--- src/rtl/gcb_pkg.sv ---
// Package with register map, field positions and types of the control block.
package gcb_pkg;
   localparam int          GCB_AW          = 8;
   localparam int          GCB_NCH_DEF     = 8;
   localparam logic [7:0]  GCB_CTRL_ADDR   = 8'h00;
   localparam logic [7:0]  GCB_STAT_ADDR   = 8'h04;
   localparam int          GCB_BIT_BCAST   = 6;
   localparam int          GCB_BIT_LOCK    = 7;
   localparam int          GCB_BIT_BUFEN   = 8;
   localparam int          GCB_BIT_PRECHG  = 9;
   localparam int          GCB_BIT_RSVD    = 10;
   localparam int          GCB_BIT_STAT_PWR  = 0;
   localparam int          GCB_BIT_STAT_CONV = 1;
   localparam logic [31:0] GCB_CTRL_RESET  = 32'h0000_0000;
   localparam logic [31:0] GCB_CTRL_MASK   = 32'h0000_03c0;
   localparam logic [31:0] GCB_ZERO        = 32'h0000_0000;

   typedef struct packed {
      logic        precharge;
      logic        buf_enable;
      logic        cfg_lock;
      logic        broadcast_dac_write;
   } gcb_ctrl_t;

   typedef struct packed {
      logic        valid;
      logic [2:0]  chan;
      logic [11:0] data;
   } gcb_dac_wr_t;
endpackage : gcb_pkg

--- src/rtl/gcb_ctrl.sv ---
// General control bits: buffer power, config lock and DAC broadcast.
//
// The register addresses and the APB interface to the registers were chosen for this implementation.
`timescale 1ns/1ps
// Register map, one aligned word each:
//   control at GCB_CTRL_ADDR: precharge, buffer enable, lock and broadcast
//   bits at their package positions; the reserved bit and all others read 0.
//   status at GCB_STAT_ADDR, read only: buffer power and conversion activity.
// An access to any other offset changes nothing and ends with pslverr.
//
// Bus timing: pready rises in the second access cycle. The write takes
// effect, and read data and pslverr are valid, at the edge that samples it.
// Back-to-back transfers are accepted.
//
// Buffer outputs follow the control bits and conv_active in the same cycle.
// The pin configuration gate is combinational as well.
//
// A DAC write request is taken at the edge where dac_wr_in.valid is high.
// One cycle later dac_load shows the strobes for one cycle and dac_data the
// data word, which then holds until the next request.
//
// Reset is synchronous and active low: all control bits return to zero, the
// buffer is powered down, no strobe is raised and the bus reads zero.
//
// The block runs on one clock and takes every input as synchronous to it.
// Outputs that carry data come from flip-flops; handshake ones need not.
//
// Limitation: the block has no notion of which channels are DACs; that
// mapping lives with the strobe consumer.
////////////////////////////////////////////////////////////////////////////////
module gcb_ctrl
   import gcb_pkg::*;
#(
   parameter int NCH = GCB_NCH_DEF
) (
   // Clock and reset.
   input  wire logic              clock,
   input  wire logic              rstn,

   // Register bus.
   input  wire logic              psel,
   input  wire logic              penable,
   input  wire logic              pwrite,
   input  wire logic [GCB_AW-1:0] paddr,
   input  wire logic [31:0]       pwdata,
   output logic [31:0]            prdata,
   output logic                   pready,
   output logic                   pslverr,

   // Buffer power.
   input  wire logic              conv_active,
   output logic                   buf_power,
   output logic                   buf_precharge,

   // Pin configuration gate.
   input  wire logic              pincfg_wr_req,
   output logic                   pincfg_wr_en,

   // DAC write routing.
   input  wire gcb_dac_wr_t       dac_wr_in,
   output logic [NCH-1:0]         dac_load,
   output logic [11:0]            dac_data
);

   ////////////////////////////////////////////////////////////////////////////
   // Register interface.
   // Every access takes one wait state. The first access cycle loads the read
   // data and the error flag into flip-flops; the second raises pready, so
   // the master finds both settled at the edge at which it samples them.
   // Writes land only at that edge, which keeps a transfer that the master
   // abandons early from touching the control bits.
   gcb_ctrl_t   ctrl_reg,   ctrl_next;
   logic [31:0] prdata_reg, prdata_next;
   logic        err_reg,    err_next;
   logic        wait_reg,   wait_next;
   logic        access;
   logic        first_acc;
   logic        done_acc;
   logic        hit_ctrl;
   logic        hit_stat;
   logic        wr_ctrl;
   logic        rd_any;

   assign access    = psel & penable;
   assign first_acc = access & ~wait_reg;
   assign done_acc  = access & wait_reg;
   assign hit_ctrl  = (paddr == GCB_CTRL_ADDR);
   assign hit_stat  = (paddr == GCB_STAT_ADDR);
   assign wr_ctrl   = done_acc & pwrite & hit_ctrl;
   assign rd_any    = first_acc & ~pwrite;

   // The handshake outputs are combinational; the data behind them is not.
   assign pready  = done_acc;
   assign pslverr = done_acc & err_reg;
   assign prdata  = prdata_reg;

   always_comb begin
      ctrl_next   = ctrl_reg;
      prdata_next = prdata_reg;
      err_next    = 1'b0;
      wait_next   = first_acc;
      if (wr_ctrl) begin
         // The reserved bit is dropped; software must keep it at zero.
         ctrl_next.precharge           = pwdata[GCB_BIT_PRECHG];
         ctrl_next.buf_enable          = pwdata[GCB_BIT_BUFEN];
         ctrl_next.cfg_lock            = pwdata[GCB_BIT_LOCK];
         ctrl_next.broadcast_dac_write = pwdata[GCB_BIT_BCAST];
      end
      if (rd_any) begin
         // Unused bits, the reserved one included, read as zero.
         prdata_next = GCB_ZERO;
         if (hit_ctrl) begin
            prdata_next[GCB_BIT_PRECHG] = ctrl_reg.precharge;
            prdata_next[GCB_BIT_BUFEN]  = ctrl_reg.buf_enable;
            prdata_next[GCB_BIT_LOCK]   = ctrl_reg.cfg_lock;
            prdata_next[GCB_BIT_BCAST]  = ctrl_reg.broadcast_dac_write;
         end else if (hit_stat) begin
            prdata_next[GCB_BIT_STAT_PWR]  = buf_power;
            prdata_next[GCB_BIT_STAT_CONV] = conv_active;
         end
      end
      // An unmapped offset is flagged in the first access cycle and held
      // through the second, where pslverr presents it.
      if (first_acc) begin
         err_next = ~(hit_ctrl | hit_stat);
      end else if (done_acc) begin
         err_next = err_reg;
      end
   end

   // A transfer cut by reset is lost; the master has to start it again.
   always_ff @(posedge clock) begin
      if (!rstn) begin
         ctrl_reg   <= gcb_ctrl_t'(
                          GCB_CTRL_RESET[GCB_BIT_PRECHG:GCB_BIT_BCAST]);
         prdata_reg <= GCB_ZERO;
         err_reg    <= 1'b0;
         wait_reg   <= 1'b0;
      end else begin
         ctrl_reg   <= ctrl_next;
         prdata_reg <= prdata_next;
         err_reg    <= err_next;
         wait_reg   <= wait_next;
      end
   end

   ////////////////////////////////////////////////////////////////////////////
   // Buffer power.
   // Precharge mode trades a little settling for lower idle current by
   // powering the buffer only while a conversion runs. With the buffer
   // disabled both outputs stay low whatever the precharge bit says, so the
   // converter never waits on a buffer that is off.
   always_comb begin
      if (!ctrl_reg.buf_enable) begin
         buf_power = 1'b0;
      end else if (ctrl_reg.precharge) begin
         buf_power = conv_active;
      end else begin
         buf_power = 1'b1;
      end
   end

   assign buf_precharge = ctrl_reg.buf_enable & ctrl_reg.precharge;

   ////////////////////////////////////////////////////////////////////////////
   // Pin configuration write gate.
   // The gate is combinational so that a request sees the lock at once. A
   // lock written at an edge blocks requests from the next cycle on; a
   // request in the very cycle of that write still passes.
   assign pincfg_wr_en = pincfg_wr_req & ~ctrl_reg.cfg_lock;

   ////////////////////////////////////////////////////////////////////////////
   // DAC write routing.
   // Load strobes and data are registered, one cycle after the request.
   // Broadcast raises every strobe; the consumer masks the strobes of the
   // channels that are not configured as DACs.
   logic [NCH-1:0] load_reg, load_next;
   logic [11:0]    data_reg, data_next;

   // One selector per channel; with broadcast off, an out-of-range channel loads nothing.
   generate
      for (genvar ch = 0; ch < NCH; ch++) begin : g_sel
         always_comb begin
            if (!dac_wr_in.valid) begin
               load_next[ch] = 1'b0;
            end else if (ctrl_reg.broadcast_dac_write) begin
               load_next[ch] = 1'b1;
            end else begin
               load_next[ch] = (int'(dac_wr_in.chan) == ch);
            end
         end
      end
   endgenerate

   // The data word is held between writes so that a slow consumer still
   // sees the value that went with the last strobe.
   assign data_next = dac_wr_in.valid ? dac_wr_in.data : data_reg;

   always_ff @(posedge clock) begin
      if (!rstn) begin
         load_reg <= '0;
         data_reg <= 12'h000;
      end else begin
         load_reg <= load_next;
         data_reg <= data_next;
      end
   end

   assign dac_load = load_reg;
   assign dac_data = data_reg;
endmodule : gcb_ctrl

--- config.mk ---
export PLATFORM = sky130hd
export DESIGN_NAME = gcb_ctrl
export DESIGN_NICKNAME = d
export VERILOG_FILES = /design/src/rtl/gcb_pkg.sv /design/src/rtl/gcb_ctrl.sv
export SDC_FILE = /design/constraint.sdc
export NUM_CORES = 1
export LEC_CHECK = 0
export CAP_MARGIN = 20
export CORE_AREA = 3 3 62 64
export DETAILED_ROUTE_END_ITERATION = 12
export DIE_AREA = 0 0 65 67
export DONT_BUFFER_PORTS = 1
export PLACE_DENSITY = 0.63
export SYNTH_ARGS = -nofsm -noshare
export SYNTH_HDL_FRONTEND = slang
export SYNTH_SLANG_ARGS = --single-unit
--- constraint.sdc ---
create_clock -name clock -period 4.2 [get_ports clock]
set_input_delay 0.42 -clock clock [delete_from_list [all_inputs] [get_ports clock]]
set_output_delay 0.42 -clock clock [all_outputs]
set_load 0.005 [all_outputs]
# ---- Yosys cells after proc, flatten, opt, wreduce, memory -nomap -nowiden
# Cells that the tools add are included.
dict set report totals {
  inputBits 63
  wordCells 50
  regBits 32
  output_inout_bits 57
}
dict set report op_classes {
  n_reduce_logical 3
  bitwise_logic 14
  muxes 15
  eq_ne 9
}
# operator count
set op_table {}
lappend op_table {{3-bit == test (second input constant)} 4}
lappend op_table {{1-bit two-way mux} 12}
lappend op_table {{1-bit bitwise AND} 9}
lappend op_table {{8-bit by 3-bit == test with 1-bit output (second input constant)} 1}
lappend op_table {{8-bit logical NOT} 1}
lappend op_table {{3-bit by 2-bit == test with 1-bit output (second input constant)} 2}
lappend op_table {{2-bit two-way mux} 2}
lappend op_table {{4-bit two-way mux} 1}
lappend op_table {{1-bit inverter} 4}
lappend op_table {{3-bit by 1-bit == test with 1-bit output (second input constant)} 1}
lappend op_table {{3-bit logical NOT} 1}
lappend op_table {{2-bit inequality test (second input constant)} 1}
lappend op_table {{2-bit AND reduction} 1}
lappend op_table {{1-bit OR} 1}

# ---- Longest topological paths before layout
dict set report depth {
  ltp_word 4
  ltp_mapped 4
  depth_no_buf 3
}

# ---- Worst setup path before layout
# No wires, ideal clock.
dict set report synth_path {
  path_kind {input port to flip-flop}
  from {input port paddr[5]}
  to {register ctrl_reg[0] (netlist name)}
  required_ns 4.128
  setup_ns 0.072
  n_path_buf 0
  arrival_time_ns 1.570
  stages 3
  setup_slack_ns 2.558
  cell_sequence {or4_4 > nor4_4 > mux2i_1}
}
dict set report synth_between {
  elab_chain_cells 2
}
# element line_no
set synth_lines {}
lappend synth_lines {{from (decl)} gcb_ctrl.sv:44} ;# input wire logic [GCB_AW-1:0] paddr,
lappend synth_lines {{8-bit logical NOT} gcb_ctrl.sv:87} ;# assign hit_ctrl = (paddr == GCB_CTRL_ADDR);
lappend synth_lines {{1-bit bitwise AND} gcb_ctrl.sv:89} ;# assign wr_ctrl = done_acc & pwrite & hit_ctrl;
lappend synth_lines {{to (signal assigned)} gcb_ctrl.sv:134} ;# ctrl_reg <= gcb_ctrl_t'(
lappend synth_lines {{to (signal assigned)} gcb_ctrl.sv:140} ;# ctrl_reg <= ctrl_next;
lappend synth_lines {{to (decl)} gcb_ctrl.sv:72} ;# gcb_ctrl_t ctrl_reg, ctrl_next;
# Every way passes these cells.
# A chain may end at the register's enable or synchronous reset.

# ---- Final worst setup path
dict set report layout_path {
  from {register wait_reg}
  to {output port pslverr}
}
dict set report layout_between {
  elab_chain_cells 2
}
# element line_no
set layout_lines {}
lappend layout_lines {{from (decl)} gcb_ctrl.sv:75} ;# logic wait_reg, wait_next;
lappend layout_lines {{from (signal assigned)} gcb_ctrl.sv:143} ;# wait_reg <= wait_next;
lappend layout_lines {{1-bit bitwise AND} gcb_ctrl.sv:86} ;# assign done_acc = access & wait_reg;
lappend layout_lines {{via pready} gcb_ctrl.sv:47} ;# output logic pready,
lappend layout_lines {{1-bit bitwise AND} gcb_ctrl.sv:94} ;# assign pslverr = done_acc & err_reg;
lappend layout_lines {{to (decl)} gcb_ctrl.sv:48} ;# output logic pslverr,
# The timed path passes the listed nets, and every way through them passes these cells.

==> out/qor.csv <==
metric;value;unit
coreArea;3340;µm²
slew_viol_final;0;
cts_resized;0;
setup_tns;0;ns
row_count;21;
yosys-top-cells-area;dfxtp_1, buf_4, mux2i_1;
cp.arrival;1.13;ns
grt_max_degree;30;
status;finished clean;
rrSetupSlack;2.75;ns
dpl_worst_slack;2.46;ns
route.vias.total;1001;
cts-buffers-inserted;5;
crit_fanout;7;
grt_overflow;0;
ys_seq_area_frac;0.436;
finalHoldViolCount;0;
largest_reg_flops;12;
crit_chain;and3_1 -> and2_1;
fin_nets;218;
clk_path_buf_depth;2;
hold_end;prdata[1];
p_per_area;408;nW/µm²
vias_per_cell;4.96;
antenna_found_initial;0;
synth.most_common_cell;dfxtp_1;
met1_usage;0.115;
min_from;conv_active;
drtPass1Iterations;5;
stdcell_area;1490;µm²
use_met3;0.0590;
async_reset_ff_frac;0;
wl_per_cell;13.5;µm
die-height;67;µm
layout_min_cycle_time;1.55;ns
num_io_pins;120;
htree_levels;2;
static-leakage-power;0.611;nW
holdPathStages;1;
path_buf_inv;0;
fin_ws;2.65;ns
yosysUniqueCellTypes;28;
cp_top_family;flip-flops;
hold_buffers;0;
cts_setup_buffers;0;
synth_area;1470;µm²
ff2ff_path_depth;3;
grt_use_total;0.124;
drc_errors;0;
clock_latency;0.32;ns
yosysTopAreaCellShare;0.436;
grt_pass1_wl;4000;µm
diodes;0;
hold_ws;0.223;ns
busiest_layer;met2;
dp_hpwl;2180;µm
r2r_end;prdata[1];
synthFlopType;dfxtp_1;
avgSynthCellArea;9.36;µm²
netlist_instances;157;
die_area;4360;µm²
ys_ff_latch;32;
drv_cap;0;
grt_pass1_vias;886;
yosys_warnings;0;
synth-edff-count;0;
clk_pin_slew;0.09;ns
met2_usage;0.213;
globalplace.congestion;0.722;
r2r-start;wait_reg;
slowest_delay;0.44;ns
synthTopCellsByCount;dfxtp_1, buf_4, mux2i_1;
ir_worst_vdd;156;µV
period_share;0.370;
critPathLaunchType;register;
start_util;0.441;
clock_skew;0.00484;ns
wl;2720;µm
max_clock_freq;644;MHz
setup_violations;0;
rsz0062_at_grt;false;
die_w;65;µm
root_buffer;clkbuf_4;
io_buffer_count;0;
cts_tree;built;
worst_ep_required_time;3.78;ns
yosysTopAreaCell;dfxtp_1;
clock_sinks;32;
critPathSlowestCell;dfxtp_1;
syn2layout_area_growth;1.36;%
finalCoreUtilization;0.447;
drtIter0Drc;53;
critPathKind;register to primary output;
postPlaceCellArea;1400;µm²
final_layout_size_suffix_gt1_frac;0.0769;
detail-route-antenna-nets;0;
cp-end-kind;primary output;
hp-class;input port to register;
-- worst reg2reg max path, cell delays in order, from the launching register on --
cell and delay (ns):
dfxtp_1 0.37, nand4bb_1 0.37, nor4_1 0.48, a32o_1 0.17
-- cells in the final DEF, fill, tap and decap left out, drive strengths merged, types with 2 or more instances in the layout --
| master | instances |
|---|---|
| conb | 26 |
| a31oi | 6 |
| nand3 | 4 |
| and2 | 2 |
| o21ai | 4 |
| dfxtp | 32 |
| mux2i | 16 |
| and3 | 2 |
| nor4 | 2 |
| clkbuf | 7 |
| nand2 | 10 |
| a32o | 2 |
| nand4b | 4 |
| nor2 | 10 |
| a21oi | 2 |
| inv | 4 |
| nor2b | 14 |
-- metrics by stage --
stage                     instances  power (W)
final                           202   0.000608
after global routing            202   0.000636
after detailed placement        194   0.000357
after floorplan                 182   0.000375
after global placement          194   0.000355
after CTS                       202   0.000616
-- how the worst max path moves through the flow --
stage	startpoint	end	slack [ns]	cells after the start
floorplan	paddr[5]	ctrl_reg[0]	2.56	3
global placement	paddr[5]	ctrl_reg[1]	2.49	3
detailed placement	paddr[5]	ctrl_reg[3]	2.46	3
CTS	wait_reg	pslverr	2.63	2
global route	wait_reg	pslverr	2.54	2
finish	wait_reg	pslverr	2.65	2
-- logic make-up (layout without fill, tap and decap cells) --
| family | count (synthesis) | after routing | synth area share |
|---|---|---|---|
| AND/OR/NAND/NOR | 54 | 54 | 0.216 |
| flip-flops | 32 | 32 | 0.436 |
| AO/OA/AOI/OAI | 16 | 16 | 0.0723 |
| multiplexers | 16 | 16 | 0.109 |
| buffers and inverters | 38 | 12 | 0.164 |
| other | 1 | 26 | 0.00255 |
-- metal layers --
layer	vias up	wire length, µm	part of all wire
met5	-	0	0
met4	0	69	0.025
met3	7	368	0.14
met2	63	1350	0.49
met1	456	940	0.35
li1	475	-	-
-- where the power goes --
group	internal [W]	total [W]	switching, W
sequential	0.000312	0.000319	0.00000645
combinational	0.0000146	0.0000315	0.0000169
clock	0.000158	0.000258	0.000100
-- cell type report --
cell class / instances / area, µm²
clock buffers: 7 / 65.1
clock inverters: 1 / 30.0
fillers: 332 / 1850
inverters: 4 / 15.0
multi-input cells: 112 / 682
flip-flops and latches: 32 / 641
well taps: 46 / 57.6
Note: power is estimated with default switching activity, not from simulation.
